### src/verilog/ferc_pkg.sv
// Package: constants and carrier types for the fault event routing bank
package ferc_pkg;
    // Command codes seen by the bank (chosen values)
    localparam logic [7:0] CMD_RD_STATUS_TWO = 8'h0A;
    localparam logic [7:0] CMD_RD_FAULT_RESET = 8'h0B;
    localparam logic [7:0] CMD_WR_FAULT_RESET = 8'h1B;
    localparam logic [7:0] CMD_RD_THERMAL_IRQ = 8'h0C;
    localparam logic [7:0] CMD_WR_THERMAL_IRQ = 8'h1C;
    localparam logic [7:0] CMD_WAKE_CLEAR = 8'h2D;
    localparam logic [7:0] WAKE_CLEAR_DATA = 8'h8E;
    // Reset values
    localparam logic [7:0] FAULT_RESET_RST = 8'h0B;
    localparam logic [7:0] THERMAL_IRQ_RST = 8'h00;
    // Writable masks; reserved bits of thermal routing read zero
    localparam logic [7:0] FAULT_RESET_WMASK = 8'hFF;
    localparam logic [7:0] THERMAL_IRQ_WMASK = 8'h0B;
    // Field positions
    localparam int WAKE_LVL_BIT = 0;
    localparam int WAKE_EDGE_BIT = 1;
    localparam int OV_BOOST_BIT = 7;
    localparam int OV_BUCK2_BIT = 5;
    localparam int OV_BUCK1_BIT = 4;
    localparam int UV_BOOST_BIT = 3;
    localparam int UV_BUCK2_BIT = 1;
    localparam int UV_BUCK1_BIT = 0;
    localparam int OT_BOOST_BIT = 3;
    localparam int OT_BUCK2_BIT = 1;
    localparam int OT_BUCK1_BIT = 0;
    localparam int NUM_REG = 3;
    // Regulator index order: boost, second buck, first buck
    typedef struct packed {
        logic boost;
        logic buck2;
        logic buck1;
    } ferc_reg3_t;
    typedef struct packed {
        logic valid;
        logic [7:0] code;
        logic [7:0] data;
    } ferc_cmd_t;
    typedef enum logic [1:0] {
        ST_OFF,
        ST_DIAG,
        ST_ACTIVE,
        ST_SAFE
    } ferc_state_t;
endpackage

### src/verilog/ferc_cfg_store.sv
// Small register store: writable config bytes with registered readout
`timescale 1ns/1ps
`default_nettype none
module ferc_cfg_store
    import ferc_pkg::*;
(
    input wire logic clk_sys_i,
    input wire logic reset_n_i,
    input wire logic wr_en_i,
    input wire logic [1:0] wr_sel_i,
    input wire logic [7:0] wr_data_i,
    input wire logic rd_en_i,
    input wire logic [1:0] rd_sel_i,
    input wire logic [7:0] stat_i,
    output logic [7:0] fault_reset_o,
    output logic [7:0] thermal_irq_o,
    output logic [7:0] rd_data_o
);
    logic [7:0] fault_reset_r;
    logic [7:0] thermal_irq_r;
    logic [7:0] rd_data_r;
    wire logic [7:0] rd_mux;
    assign rd_mux = (rd_sel_i == 2'd1) ? fault_reset_r :
                    (rd_sel_i == 2'd2) ? thermal_irq_r : stat_i;
    // Power-on values come from the async reset
    always_ff @(posedge clk_sys_i or negedge reset_n_i) begin
        if (!reset_n_i) begin
            fault_reset_r <= FAULT_RESET_RST;
            thermal_irq_r <= THERMAL_IRQ_RST;
        end else if (wr_en_i && wr_sel_i == 2'd1) begin
            fault_reset_r <= wr_data_i & FAULT_RESET_WMASK;
        end else if (wr_en_i && wr_sel_i == 2'd2) begin
            thermal_irq_r <= wr_data_i & THERMAL_IRQ_WMASK;
        end
    end
    always_ff @(posedge clk_sys_i or negedge reset_n_i) begin
        if (!reset_n_i) begin
            rd_data_r <= 8'h00;
        end else if (rd_en_i) begin
            rd_data_r <= rd_mux;
        end
    end
    assign fault_reset_o = fault_reset_r;
    assign thermal_irq_o = thermal_irq_r;
    assign rd_data_o = rd_data_r;
endmodule
`default_nettype wire

### src/verilog/ferc_bank.sv
// Fault event routing configuration and wake status bank
`timescale 1ns/1ps
`default_nettype none
module ferc_bank
    import ferc_pkg::*;
(
    input wire logic clk_sys_i,
    input wire logic reset_n_i,
    input wire ferc_cmd_t cmd_i,
    input wire ferc_state_t state_i,
    input wire logic cfg_lock_i,
    input wire logic wake_level_i,
    input wire ferc_reg3_t ov_fault_i,
    input wire ferc_reg3_t uv_fault_i,
    input wire ferc_reg3_t ot_warn_i,
    output logic [7:0] rd_data_o,
    output logic [7:0] status_two_o,
    output logic [15:0] config_checksum_data_o,
    output logic global_reset_o,
    output logic enter_safe_o,
    output logic enable_drive_clear_o,
    output logic enable_drive_irq_pin_o,
    output logic enable_drive_irq_pin_oe_o,
    output ferc_reg3_t thermal_warn_status_o
);
    ////////////////////////////////////////////////////////////////////////
    logic wake_level_r;
    logic wake_edge_r;
    logic wake_edge_nxt;
    logic irq_r;
    ferc_reg3_t warn_r;
    ferc_state_t state_q;
    logic [7:0] fault_reset;
    logic [7:0] thermal_irq;
    wire logic is_wr_fr;
    wire logic is_wr_ti;
    wire logic wr_ok;
    wire logic wr_en;
    wire logic [1:0] wr_sel;
    wire logic rd_en;
    wire logic [1:0] rd_sel;
    wire logic wake_clear;
    wire logic wake_rise;
    wire logic off_entry;
    wire ferc_reg3_t ov_en;
    wire ferc_reg3_t uv_en;
    wire ferc_reg3_t ot_en;
    wire logic irq_event;

    function automatic logic is_cmd(input ferc_cmd_t c, input logic [7:0] k);
        return c.valid && (c.code == k);
    endfunction

    ////////////////////////////////////////////////////////////////////////
    // Command decode
    assign is_wr_fr = is_cmd(cmd_i, CMD_WR_FAULT_RESET);
    assign is_wr_ti = is_cmd(cmd_i, CMD_WR_THERMAL_IRQ);
    assign wr_ok = (state_i == ST_DIAG) && !cfg_lock_i;
    assign wr_en = (is_wr_fr || is_wr_ti) && wr_ok;
    assign wr_sel = is_wr_fr ? 2'd1 : 2'd2;
    assign rd_en = is_cmd(cmd_i, CMD_RD_STATUS_TWO)
                || is_cmd(cmd_i, CMD_RD_FAULT_RESET)
                || is_cmd(cmd_i, CMD_RD_THERMAL_IRQ);
    assign rd_sel = is_cmd(cmd_i, CMD_RD_FAULT_RESET) ? 2'd1 :
                    is_cmd(cmd_i, CMD_RD_THERMAL_IRQ) ? 2'd2 : 2'd0;
    assign wake_clear = is_cmd(cmd_i, CMD_WAKE_CLEAR)
                     && (cmd_i.data == WAKE_CLEAR_DATA);

    ferc_cfg_store u_store (
        .clk_sys_i(clk_sys_i),
        .reset_n_i(reset_n_i),
        .wr_en_i(wr_en),
        .wr_sel_i(wr_sel),
        .wr_data_i(cmd_i.data),
        .rd_en_i(rd_en),
        .rd_sel_i(rd_sel),
        .stat_i(status_two_o),
        .fault_reset_o(fault_reset),
        .thermal_irq_o(thermal_irq),
        .rd_data_o(rd_data_o)
    );

    ////////////////////////////////////////////////////////////////////////
    // Wake status
    assign wake_rise = wake_level_i && !wake_level_r;
    assign off_entry = (state_i == ST_OFF) && (state_q != ST_OFF);
    // Edge wins over a same-cycle clear so no event is lost
    assign wake_edge_nxt = wake_rise ? 1'b1 :
        ((wake_clear || off_entry) ? 1'b0 : wake_edge_r);

    always_ff @(posedge clk_sys_i or negedge reset_n_i) begin
        if (!reset_n_i) begin
            wake_level_r <= 1'b0;
            wake_edge_r <= 1'b0;
            state_q <= ST_OFF;
        end else begin
            wake_level_r <= wake_level_i;
            wake_edge_r <= wake_edge_nxt;
            state_q <= state_i;
        end
    end

    assign status_two_o = {6'b00_0000, wake_edge_r, wake_level_r};

    ////////////////////////////////////////////////////////////////////////
    // Fault routing
    assign ov_en = {fault_reset[OV_BOOST_BIT], fault_reset[OV_BUCK2_BIT],
                    fault_reset[OV_BUCK1_BIT]};
    assign uv_en = {fault_reset[UV_BOOST_BIT], fault_reset[UV_BUCK2_BIT],
                    fault_reset[UV_BUCK1_BIT]};
    assign ot_en = {thermal_irq[OT_BOOST_BIT], thermal_irq[OT_BUCK2_BIT],
                    thermal_irq[OT_BUCK1_BIT]};
    assign global_reset_o = |(ov_fault_i & ov_en)
                         || |(uv_fault_i & uv_en);
    assign irq_event = |(ot_warn_i & ot_en);

    // Irq latches until the next reset; safe state handling lies outside
    always_ff @(posedge clk_sys_i or negedge reset_n_i) begin
        if (!reset_n_i) begin
            warn_r <= '0;
            irq_r <= 1'b0;
        end else begin
            warn_r <= warn_r | ot_warn_i;
            irq_r <= irq_r | irq_event;
        end
    end

    assign thermal_warn_status_o = warn_r;
    assign enable_drive_irq_pin_o = 1'b0;
    assign enable_drive_irq_pin_oe_o = irq_r;
    assign enable_drive_clear_o = irq_event;
    assign enter_safe_o = irq_event;
    assign config_checksum_data_o = {fault_reset, thermal_irq};

    ////////////////////////////////////////////////////////////////////////
    refused_write_a: assert property (@(posedge clk_sys_i)
        disable iff (!reset_n_i)
        (is_wr_fr && !wr_ok) |=> $stable(fault_reset))
        else $error("refused write changed fault routing");
    accepted_write_a: assert property (@(posedge clk_sys_i)
        disable iff (!reset_n_i)
        (is_wr_fr && wr_ok) |=> fault_reset == $past(cmd_i.data))
        else $error("accepted write not stored");
    wake_set_a: assert property (@(posedge clk_sys_i)
        disable iff (!reset_n_i)
        wake_rise |=> status_two_o[WAKE_EDGE_BIT])
        else $error("wake edge not latched");
    wake_clear_a: assert property (@(posedge clk_sys_i)
        disable iff (!reset_n_i)
        (wake_clear && !wake_rise) |=> !status_two_o[WAKE_EDGE_BIT])
        else $error("wake clear ignored");
    off_clear_a: assert property (@(posedge clk_sys_i)
        disable iff (!reset_n_i)
        (off_entry && !wake_rise) |=> !status_two_o[WAKE_EDGE_BIT])
        else $error("off entry did not clear wake");
    wake_level_a: assert property (@(posedge clk_sys_i)
        disable iff (!reset_n_i)
        1'b1 |=> status_two_o[WAKE_LVL_BIT] == $past(wake_level_i))
        else $error("wake level mismatch");
    ov_route_a: assert property (@(posedge clk_sys_i)
        disable iff (!reset_n_i)
        (ov_fault_i.boost && fault_reset[OV_BOOST_BIT]) |-> global_reset_o)
        else $error("boost overvoltage not routed");
    warn_set_a: assert property (@(posedge clk_sys_i)
        disable iff (!reset_n_i)
        ot_warn_i.buck1 |=> thermal_warn_status_o.buck1)
        else $error("warning status not set");
    irq_pin_a: assert property (@(posedge clk_sys_i)
        disable iff (!reset_n_i)
        irq_event |=> enable_drive_irq_pin_oe_o[*3])
        else $error("irq pin not pulled low");
    // Checked against raw register bits, not the shared event wire
    safe_entry_a: assert property (@(posedge clk_sys_i)
        disable iff (!reset_n_i)
        (ot_warn_i.boost && thermal_irq[OT_BOOST_BIT])
            |-> (enter_safe_o && enable_drive_clear_o))
        else $error("safe entry missing");
    safe_quiet_a: assert property (@(posedge clk_sys_i)
        disable iff (!reset_n_i)
        (ot_warn_i == '0) |-> !(enter_safe_o || enable_drive_clear_o))
        else $error("safe entry without warning");
    uv_route_a: assert property (@(posedge clk_sys_i)
        disable iff (!reset_n_i)
        (uv_fault_i.buck2 && fault_reset[UV_BUCK2_BIT]) |-> global_reset_o)
        else $error("buck2 undervoltage not routed");
    reset_quiet_a: assert property (@(posedge clk_sys_i)
        disable iff (!reset_n_i)
        (ov_fault_i == '0 && uv_fault_i == '0) |-> !global_reset_o)
        else $error("global reset without fault");
    refused_thermal_a: assert property (@(posedge clk_sys_i)
        disable iff (!reset_n_i)
        (is_wr_ti && !wr_ok) |=> $stable(thermal_irq))
        else $error("refused write changed thermal routing");
    thermal_write_a: assert property (@(posedge clk_sys_i)
        disable iff (!reset_n_i)
        (is_wr_ti && wr_ok) |=>
            thermal_irq == ($past(cmd_i.data) & THERMAL_IRQ_WMASK))
        else $error("accepted thermal write not stored");
    wake_hold_a: assert property (@(posedge clk_sys_i)
        disable iff (!reset_n_i)
        !(wake_rise || wake_clear || off_entry)
            |=> $stable(status_two_o[WAKE_EDGE_BIT]))
        else $error("wake latch changed without cause");
    read_answer_a: assert property (@(posedge clk_sys_i)
        disable iff (!reset_n_i)
        (rd_en && rd_sel == 2'd1) |=> rd_data_o == $past(fault_reset))
        else $error("fault routing read mismatch");
    cov_write: cover property (@(posedge clk_sys_i) wr_en);
    cov_refuse: cover property (@(posedge clk_sys_i)
        (is_wr_ti && !wr_ok));
    cov_wake: cover property (@(posedge clk_sys_i)
        wake_rise ##[1:20] wake_clear);
    cov_irq: cover property (@(posedge clk_sys_i) irq_event);
endmodule
`default_nettype wire

### config.mk
export PLATFORM = sky130hd
export DESIGN_NAME = ferc_bank
export DESIGN_NICKNAME = d
export VERILOG_FILES = /design/src/verilog/ferc_pkg.sv /design/src/verilog/ferc_cfg_store.sv /design/src/verilog/ferc_bank.sv
export SDC_FILE = /design/constraint.sdc
export NUM_CORES = 1
export LEC_CHECK = 0
export ABC_AREA = 1
export BUFFER_PORTS_ARGS = -buffer_cell sky130_fd_sc_hd__buf_2
export CAP_MARGIN = 20
export CORE_ASPECT_RATIO = 2
export CORE_MARGIN = 2
export CORE_UTILIZATION = 40
export CTS_CLUSTER_SIZE = 25
export DETAILED_ROUTE_END_ITERATION = 16
export PLACE_DENSITY = 0.84
export REMOVE_ABC_BUFFERS = 1
export SLEW_MARGIN = 25
export SYNTH_ARGS = -nofsm -noshare
export SYNTH_HDL_FRONTEND = slang
export SYNTH_SLANG_ARGS = --single-unit
### constraint.sdc
create_clock -name clk_sys_i -period 0.9 [get_ports clk_sys_i]
set_input_delay 0.045 -clock clk_sys_i [delete_from_list [all_inputs] [get_ports clk_sys_i]]
set_output_delay 0.045 -clock clk_sys_i [all_outputs]
set_load 0.05 [all_outputs]
==> qor.txt, run 1 <==
Status = complete, but fails checks
Failing checks = negative setup slack
R2R Path Start = u_store.fault_reset_o[0]
Register area = 679 µm²
Critical path endpoint category = output pin
Syn. warnings = 0
Power density cells = 1120 nW/µm²
Area of the multi-input gates = 607 µm²
Die width = 45.7 µm
Worst Skew = 0.00171 ns
CP arrival = 1.31 ns
Total grt overflow = 0
Row Count = 30
Post-synth top flop = dfrtp_1
Clock buffer depth = 2
Asr flop ratio synth = 1.00
Initial antenna violation count = 0
Largest net degree at the start of global routing = 28
Avg Cell Area, Syn = 8.38 µm²
Clk sink count = 27
Clk slew on worst S/H paths = 0.09 ns
Fmax = 0.739 GHz
P_sw = 0.822 mW
Post-synthesis instance total = 166
Mapped Area = 1390 µm²
Area delta synth->final = 68.5%
Comb power frac = 0.247
Mux contribution to synthesized area = 0
Slew Viols, Final = 0
Overall routing resource usage = 0.211
Compound-Gate Fraction of Synth Area = 0.0558
Number of synthesized flops with an enable pin = 0
H-tree depth = 1
Final ANT Viol Nets = 0
Starting Density = 0.412
Hold path start = cmd_i[2]
Worst setup margin = -0.453 ns
Clk_lat worst skew = 0.27 ns
Die extent in y = 87.4 µm
Number of fillers in the final layout = 252
Simple-Gate Fraction of Synth Area = 0.313
Worst hold path type = primary input to register
Final Cycle Share = 1.50
Ant. Diodes = 0
Sequential power share = 0.487
Via/cell ratio = 4.92
Critical Path RT = 0.85 ns
#FFs+latches synth = 27
Critical Path Start = u_store.fault_reset_o[4]
Total wire length = 4000 µm
TritonCTS clock tree = yes
WL per Instance = 13.4 µm
Sequential share of the synthesized area = 0.488
Peak VDD IR = 0.000761 V
Initial DRT Pass Iterations = 4
Buffers on Ports = 59
Root Buffer = clkbuf_8
Cts bufs inserted = 3
Number of max-cap violations = 0
Via count = 1465
First-pass GRT wire length = 6220 µm
Critical path class = register to output pin
Synth cell types = 24
Die area = 3990 µm²
Clock share of power = 0.265
Worst r2r path cells = 7
Worst-path fanout max = 2
Vias in the first global route = 1438
Placed wire-length estimate = 2810 µm
Layout cells sized above 1 = 0.504
Area after DPL = 1800 µm²
Hold Fails Final Rpt = 0
Worst hold stages = 3
Post-Synth XOR/XNOR Area = 0
Fin area = 2340 µm²
Adder-Cell Fraction of Synth Area = 0
P_int = 1.81 mW
Total Nets Final = 299
Sw frac = 0.312
Core region area = 3380 µm²
Final GP Congestion = 0.800
IO Count = 72
Drc violations = 0
Main combinational cell family by area after synthesis = simple AND/OR/NAND/NOR gates
Number of setup violations in the final report = 20
TNS Setup = -2.99 ns
Initial DRC Count = 61
RSZ-0062 raised after global routing = yes
Worst Setup Start Kind = register
Leak Pwr = 1.25 nW
Crit path time final = 1.35 ns
metrics by stage:
step           utilization  setup slack, ns  hold slack (ns)  power, mW  cells
2_1_floorplan            -            -1.29           -0.251       1.63    161
3_5_place_dp         0.533           -0.200          0.00475       1.83    271
6_report             0.694           -0.453          0.00887       2.63    298
4_1_cts              0.660           -0.423          0.00953       2.60    291
5_1_grt              0.694           -0.510           0.0195       2.74    298
3_3_place_gp         0.533           -0.155         -0.00325       1.82    271
cells in the final DEF, fill, tap and decap left out, types with 6 or more instances in the layout:
cell	Yosys	routed
dlygate4sd3_1	0	7
buf_6	1	31
conb_1	1	12
nand2_2	2	9
buf_4	15	21
nand4_1	6	6
inv_1	12	11
nand2_1	55	48
buf_8	0	10
buf_2	0	31
dfrtp_1	24	24
nand3_1	14	9
final timing paths:
kind / to / slack [ns]
max: global_reset_o / -0.45
min: u_store.fault_reset_o[2] / 0.009
max reg2reg: u_store.rd_data_o[0] / -0.14
min reg2reg: thermal_warn_status_o[2] / 0.50
max in group asynchronous: u_store.fault_reset_o[1] / 0.41
min in group asynchronous: state_q[0] / 0.26
synthesized netlist by cell type, types with 2 or more instances:
cell / count / area share
nand2_2: 2 / 0.0090
o21ai_2: 5 / 0.031
inv_1: 12 / 0.032
o21ai_0: 2 / 0.0072
clkinv_1: 3 / 0.0081
or2_2: 4 / 0.018
buf_4: 15 / 0.081
inv_2: 4 / 0.011
nand2_1: 55 / 0.15
dfstp_2: 3 / 0.057
nand4_1: 6 / 0.027
nand3_1: 14 / 0.050
o21ai_1: 2 / 0.0072
nor3_4: 2 / 0.023
nor2_1: 5 / 0.013
dfrtp_1: 24 / 0.43
state kept, by name, indices dropped and copies added, names as in the netlist:
register,count
wake_level_r,1
u_store.thermal_irq_o,3
enable_drive_irq_pin_oe_o,1
thermal_warn_status_o,3
u_store.rd_data_o,8
u_store.fault_reset_o,8
state_q,2
wake_edge_r,1
repair_timing:
action	CTS	global route
hold buffers	7	0
setup buffers	9	13
pin swaps	5	0
endpoints found under the hold margin	34	0
gates resized for setup	77	23
setup endpoints to repair	31	38
cell families after synthesis:
family,after synthesis
other cells,1
flops,27
buf+inv,35
compound gates,11
simple gates,92
area by class of cell:
cell class / instances / share of cell area
clock buffer: 4 / 0.0192
multi-input combinational: 115 / 0.259
inverter: 19 / 0.0304
sequential: 27 / 0.290
tap: 32 / 0.0171
timing repair buffer: 101 / 0.385
worst max-delay path: stages (launching register included):
cell	delay (ns)
dfrtp_1	0.39
a22o_1	0.22
a21oi_2	0.13
nand4_1	0.11
buf_6	0.17
power groups by stage:
| stage | clock [mW] | combinational [mW] | sequential (mW) |
|---|---|---|---|
| 2_1_floorplan | 0 | 0.203 | 1.42 |
| 3_3_place_gp | 0 | 0.522 | 1.30 |
| 3_5_place_dp | 0 | 0.531 | 1.30 |
| 4_1_cts | 0.701 | 0.620 | 1.28 |
| 5_1_grt | 0.753 | 0.695 | 1.29 |
| 6_report | 0.699 | 0.651 | 1.28 |
layer usage:
metal	routed length, µm	part of all wire	global-route usage	up-vias
li1	-	-	-	700
met1	1380	0.35	0.222	691
met2	2290	0.57	0.387	63
met3	192	0.048	0.0249	11
met4	133	0.033	0.104	0
met5	0	0	0	-
Power figures use the tool's default switching activity.
==> inputs of run 2 (changes only) <==
Settings changed: ABC_AREA 1 to not set, CORE_UTILIZATION 40 to 39.
==> run 2 against run 1 <==
Against the previous run: the flow still finishes with violations (negative setup slack); sequential share of layout area increased by 0.30 points; sequential power about the same; count of clock-buffer cells in the layout unchanged; clock skew about the same; global-route usage increased by 1.8 points; non-clock buffer count decreased by 3; core utilization increased by 4.1 points; sequential cell count unchanged; clock power decreased by 3%; setup slack improved by 0.061 ns; combinational power about the same; power decreased by 1.1%.
==> qor.txt, run 2 <==
Status = complete, but fails checks
Failing checks = negative setup slack
Cts bufs inserted = 3 (unchanged)
Simple-Gate Fraction of Synth Area = 0.141 (-0.172)
Critical path endpoint category = output pin
Most frequent cell after synthesis = dfrtp_1
IO Count = 72 (unchanged)
Post-layout util = 0.735 (+0.0412)
Worst Skew = 0.00147 ns (-0.000239 ns)
Post-synthesis instance total = 106 (-36%)
Worst setup margin = -0.392 ns (+0.0611 ns)
Final ANT Viol Nets = 0 (unchanged)
Initial DRC Count = 43 (-30%)
Overall routing resource usage = 0.229 (+0.0181)
Area delta synth->final = 79.9%
Worst path top cell family by delay = flip-flops
Synth cell types = 31 (+29%)
CP arrival = 1.25 ns (-0.06 ns)
Adder-Cell Fraction of Synth Area = 0 (unchanged)
Worst hold path type = primary input to register
Via/cell ratio = 5.22 (+6.2%)
Worst Setup Start Kind = register
Placed wire-length estimate = 2590 µm (-7.9%)
Vias in the first global route = 1306 (-9.2%)
Final GP Congestion = 0.760 (-5.0%)
Layout cells sized above 1 = 0.660 (+0.156)
Main combinational cell family by area after synthesis = simple AND/OR/NAND/NOR gates
Max stage delay on crit path = 0.41 ns (+0.02 ns)
Slew Viols, Final = 0 (unchanged)
Total grt overflow = 0 (unchanged)
Buffers on Ports = 59 (unchanged)
#FFs+latches synth = 27 (unchanged)
Post-synth top flop = dfrtp_1
Clock share of power = 0.261 (-0.004)
Power density cells = 1120 nW/µm² (-0.13%)
Total wire length = 4630 µm (+16%)
Crit path top cell by count = buf_6
Die extent in y = 85.3 µm (-2.4%)
Peak VDD IR = 0.00103 V (+36%)
Comb power frac = 0.249 (+0.002)
Syn. warnings = 0 (unchanged)
Clock buffer depth = 2 (unchanged)
Final Cycle Share = 1.44 (-0.0679)
Commonest cells after routing, fill and taps aside = 31 x buf_6, 29 x buf_2, 24 x dfrtp_1
Starting Density = 0.409 (-0.00321)
Critical Path RT = 0.85 ns (about the same)
Pre-CTS setup slack = -0.437 ns (-0.237 ns)
Largest net degree at the start of global routing = 28 (unchanged)
P_int = 1.82 mW (+0.29%)
P_sw = 0.787 mW (-4.3%)
Drc violations = 0 (unchanged)
Top cells by area, synth = dfrtp_1 47%, buf_4 8.7%, mux2_1 7.9%
Critical path class = register to output pin
Number of synthesized flops with an enable pin = 0 (unchanged)
Worst-path fanout max = 2 (unchanged)
Post-Synth XOR/XNOR Area = 0 (unchanged)
Number of buffers and inverters on the critical path = 2 (+1)
Commonest cells in the netlist = 24 x dfrtp_1, 15 x buf_4, 9 x mux2_1, 5 x a22o_1, 5 x nor2_1
Die area = 3810 µm² (-4.6%)
Clk sink count = 27 (unchanged)
Core region area = 3160 µm² (-6.6%)
TritonCTS clock tree = yes
Crit path time final = 1.29 ns (-0.0611 ns)
Mux contribution to synthesized area = 0.112 (+0.112)
Fmax = 0.774 GHz (+4.7%)
Clk_lat worst skew = 0.27 ns (about the same)
Avg Cell Area, Syn = 12.2 µm² (+45%)
First-pass GRT wire length = 6490 µm (+4.3%)
Ant. Diodes = 0 (unchanged)
Mapped Area = 1290 µm² (-7.3%)
WL per Instance = 19.8 µm (+48%)
Initial antenna violation count = 0 (unchanged)
Commonest non-fill, non-tap cell in the layout = buf_6
Sequential share of the synthesized area = 0.527 (+0.0384)
H-tree depth = 1 (unchanged)
Sequential power share = 0.490 (+0.003)
Via count = 1222 (-17%)
CP Cell Sequence = a22oi_2 > nand2_1 > buf_6 > buf_6
Clk slew on worst S/H paths = 0.09 ns (about the same)
Initial DRT Pass Iterations = 4 (unchanged)
Die width = 44.7 µm (-2.3%)
Compound-Gate Fraction of Synth Area = 0.115 (+0.0597)
Leak Pwr = 1.13 nW (-9.9%)
Hold Fails Final Rpt = 0 (unchanged)
Number of setup violations in the final report = 36 (+80%)
RSZ-0062 raised after global routing = yes
Number of max-cap violations = 0 (unchanged)
Asr flop ratio synth = 1.00 (unchanged)
Root Buffer = clkbuf_8
Top-area cell type share of the netlist area = 0.466 (+0.0339)
Slowest CP cell = dfrtp_1
Sw frac = 0.302 (-0.00992)
Row Count = 29 (-3.3%)
Total Nets Final = 236 (-21%)
Post-synth top area cell = dfrtp_1
## run 2: final timing paths
path	from	end	slack, ns	depth (start not counted)
max	u_store.thermal_irq_o[0]	enter_safe_o	-0.39	4
min reg2reg	thermal_warn_status_o[2]	thermal_warn_status_o[2]	0.48	1
max reg2reg	u_store.thermal_irq_o[0]	enable_drive_irq_pin_oe_o	-0.28	4
min	cmd_i[6]	u_store.fault_reset_o[6]	0.03	2
min in group asynchronous	reset_n_i	state_q[0]	0.30	3
max in group asynchronous	reset_n_i	u_store.fault_reset_o[0]	0.30	3
## run 2: area by class of cell
cell class                 instances  area (µm²)
inverter                           4        15.0
multi-input combinational         70         666
fill                             186         836
tap                               31        38.8
clock buffer                       4        45.0
timing repair buffer              98         877
sequential                        27         679
## run 2: per-layer routing
metal  vias up  global-route usage  wire length, µm
met3        12              0.0255              210
li1        550                   -                -
met4         0              0.0661              178
met1       596               0.242             1510
met2        64               0.441             2730
met5         -                   0                0
## run 2: cells by family after synthesis
kind of cell | count (synthesis)
multiplexers | 13
AO/OA/AOI/OAI | 18
other | 1
buffers and inverters | 20
AND/OR/NAND/NOR | 27
flip-flops | 27
## run 2: repair_timing
action | in CTS | in global routing
cloned | 0 | 0
endpoints found under the setup margin | 49 | 47
pin swaps | 9 | 10
hold buffers | 6 | 0
hold endpoints to repair | 29 | 0
setup buffers | 5 | 8
resized for setup | 79 | 35
## run 2: per-stage QoR
step | total power, mW | instance area (µm²) | setup TNS [ns] | hold slack (ns) | std cells
floorplan | 1.57 | 1210 | -7.22 | -0.251 | 101
global placement | 1.77 | 1730 | -7.84 | 0.0526 | 213
detailed placement | 1.78 | 1730 | -8.13 | 0.0563 | 213
CTS | 2.54 | 2130 | -3.58 | 0.0179 | 227
global route | 2.69 | 2320 | -5.60 | 0.0293 | 234
finish | 2.60 | 2320 | -4.67 | 0.0264 | 234
## run 2: power groups by stage
stage,Sequential [mW],Clock (mW),Combinational (mW)
global route,1.28,0.731,0.678
floorplan,1.39,0,0.178
CTS,1.27,0.690,0.587
finish,1.28,0.680,0.648
global placement,1.28,0,0.484
detailed placement,1.29,0,0.494
==> inputs of run 3 (changes only) <==
Settings changed: RECOVER_POWER set to 25.
==> run 3 against run 2 <==
Against the previous run: the flow still finishes with violations (negative setup slack); sequential power about the same; design area down 0.27%; clock skew up 0.0012 ns; cell count unchanged; combinational power down 0.6%; critical endpoint unchanged; sequential share of layout area up 0.079 points; largest cell class unchanged; sequential cell count unchanged; critical path type unchanged.
==> qor.txt, run 3 (same netlist as run 2, synthesis figures left out) <==
Status = complete, but fails checks
Failing checks = negative setup slack
Starting Density = 0.409 (unchanged)
Row Count = 29 (unchanged)
Final GP Congestion = 0.760 (unchanged)
Total grt overflow = 0 (unchanged)
Commonest non-fill, non-tap cell in the layout = buf_6
Worst Skew = 0.00265 ns (+0.00119 ns)
TritonCTS clock tree = yes
Worst setup margin = -0.389 ns (+0.00274 ns)
Clock buffer depth = 2 (unchanged)
Clk sink count = 27 (unchanged)
Commonest cells after routing, fill and taps aside = 31 x buf_6, 27 x buf_2, 24 x dfrtp_1
Clk slew on worst S/H paths = 0.09 ns (about the same)
Core region area = 3160 µm² (unchanged)
Leak Pwr = 1.12 nW (-0.83%)
Total wire length = 4640 µm (+0.11%)
Root Buffer = clkbuf_8
Crit path time final = 1.29 ns (-0.00274 ns)
Clk_lat worst skew = 0.26 ns (about the same)
Total Nets Final = 236 (unchanged)
RSZ-0062 raised after global routing = yes
Initial DRC Count = 35 (-19%)
Final ANT Viol Nets = 0 (unchanged)
Ant. Diodes = 0 (unchanged)
Worst r2r path cells = 4 (unchanged)
Final Cycle Share = 1.43 (-0.00305)
First-pass GRT wire length = 6490 µm (unchanged)
Via/cell ratio = 5.27 (+0.90%)
Die extent in y = 85.3 µm (unchanged)
Cts bufs inserted = 3 (unchanged)
Drc violations = 0 (unchanged)
WL per Instance = 19.8 µm (+0.11%)
Die area = 3810 µm² (unchanged)
Initial antenna violation count = 0 (unchanged)
Vias in the first global route = 1306 (unchanged)
Overall routing resource usage = 0.229 (unchanged)
Worst-path fanout max = 2 (unchanged)
Critical path endpoint category = output pin
Slew Viols, Final = 0 (unchanged)
Fmax = 0.776 GHz (+0.21%)
Worst Setup Start Kind = register
IO Count = 72 (unchanged)
Buffers on Ports = 59 (unchanged)
Number of setup violations in the final report = 35 (-2.8%)
Worst hold stages = 2 (unchanged)
Critical Path RT = 0.85 ns (about the same)
Largest net degree at the start of global routing = 28 (unchanged)
Area delta synth->final = 79.4%
TNS Setup = -5.15 ns (-0.480 ns)
Peak VDD IR = 0.00103 V (-0.54%)
Via count = 1233 (+0.90%)
Number of max-cap violations = 0 (unchanged)
Placed wire-length estimate = 2590 µm (unchanged)
Critical path class = register to output pin
Total power draw = 2.59 mW (-0.54%)
Power density cells = 1120 nW/µm² (-0.27%)
Hold Fails Final Rpt = 0 (unchanged)
Initial DRT Pass Iterations = 4 (unchanged)
CP arrival = 1.24 ns (about the same)
Layout cells sized above 1 = 0.645 (-0.0148)
Die width = 44.7 µm (unchanged)
H-tree depth = 1 (unchanged)
Worst hold path type = primary input to register
-- run 3: routing by layer --
layer,GRT usage,vias to the layer above,part of all wire
li1,-,550,-
met1,0.242,606,0.32
met2,0.441,65,0.60
met3,0.0255,12,0.049
met4,0.0661,0,0.037
met5,0,-,0
-- run 3: worst paths after layout --
kind / endpoint / startpoint / slack (ns)
setup reg to reg: enable_drive_irq_pin_oe_o / u_store.thermal_irq_o[0] / -0.28
hold reg to reg: thermal_warn_status_o[2] / thermal_warn_status_o[2] / 0.48
min in group asynchronous: thermal_warn_status_o[1] / reset_n_i / 0.34
setup / recovery: enter_safe_o / u_store.thermal_irq_o[0] / -0.39
max in group asynchronous: u_store.fault_reset_o[0] / reset_n_i / 0.25
hold / removal: u_store.fault_reset_o[6] / cmd_i[6] / 0.03
-- run 3: area by class of cell --
| type | instances | area, µm² |
|---|---|---|
| inverter | 4 | 15.0 |
| tap | 31 | 38.8 |
| multi-input combinational | 70 | 666 |
| sequential | 27 | 679 |
| timing repair buffer | 98 | 871 |
| fill | 189 | 842 |
| clock buffer | 4 | 45.0 |
-- run 3: where the power goes --
part	switching (mW)	total, mW	internal (mW)
sequential	0.0299	1.28	1.25
clock	0.353	0.670	0.316
combinational	0.393	0.644	0.251
total	0.776	2.59	1.81
-- run 3: metrics by stage --
step	util	setup slack [ns]	hold slack [ns]	instance area [µm²]	instances
floorplan	-	-1.13	-0.251	1210	101
global placement	0.547	-0.416	0.0526	1730	213
detailed placement	0.547	-0.437	0.0563	1730	213
CTS	0.675	-0.349	0.0179	2130	227
global route	0.733	-0.451	0.0293	2310	234
finish	0.733	-0.389	0.0285	2310	234
-- run 3: repair_timing --
| action | in CTS | in global routing |
|---|---|---|
| buffers inserted | 5 | 8 |
| endpoints found under the setup margin | 49 | 47 |
| hold buffers | 6 | 0 |
| resized for setup | 79 | 35 |
| endpoints found under the hold margin | 29 | 0 |
| pin swaps | 9 | 10 |
-- run 3: critical path, stage by stage (launching register included) --
cell and delay, ns:
dfrtp_1 0.41, a22oi_2 0.18, nand2_1 0.11, buf_6 0.14, buf_6 0.14
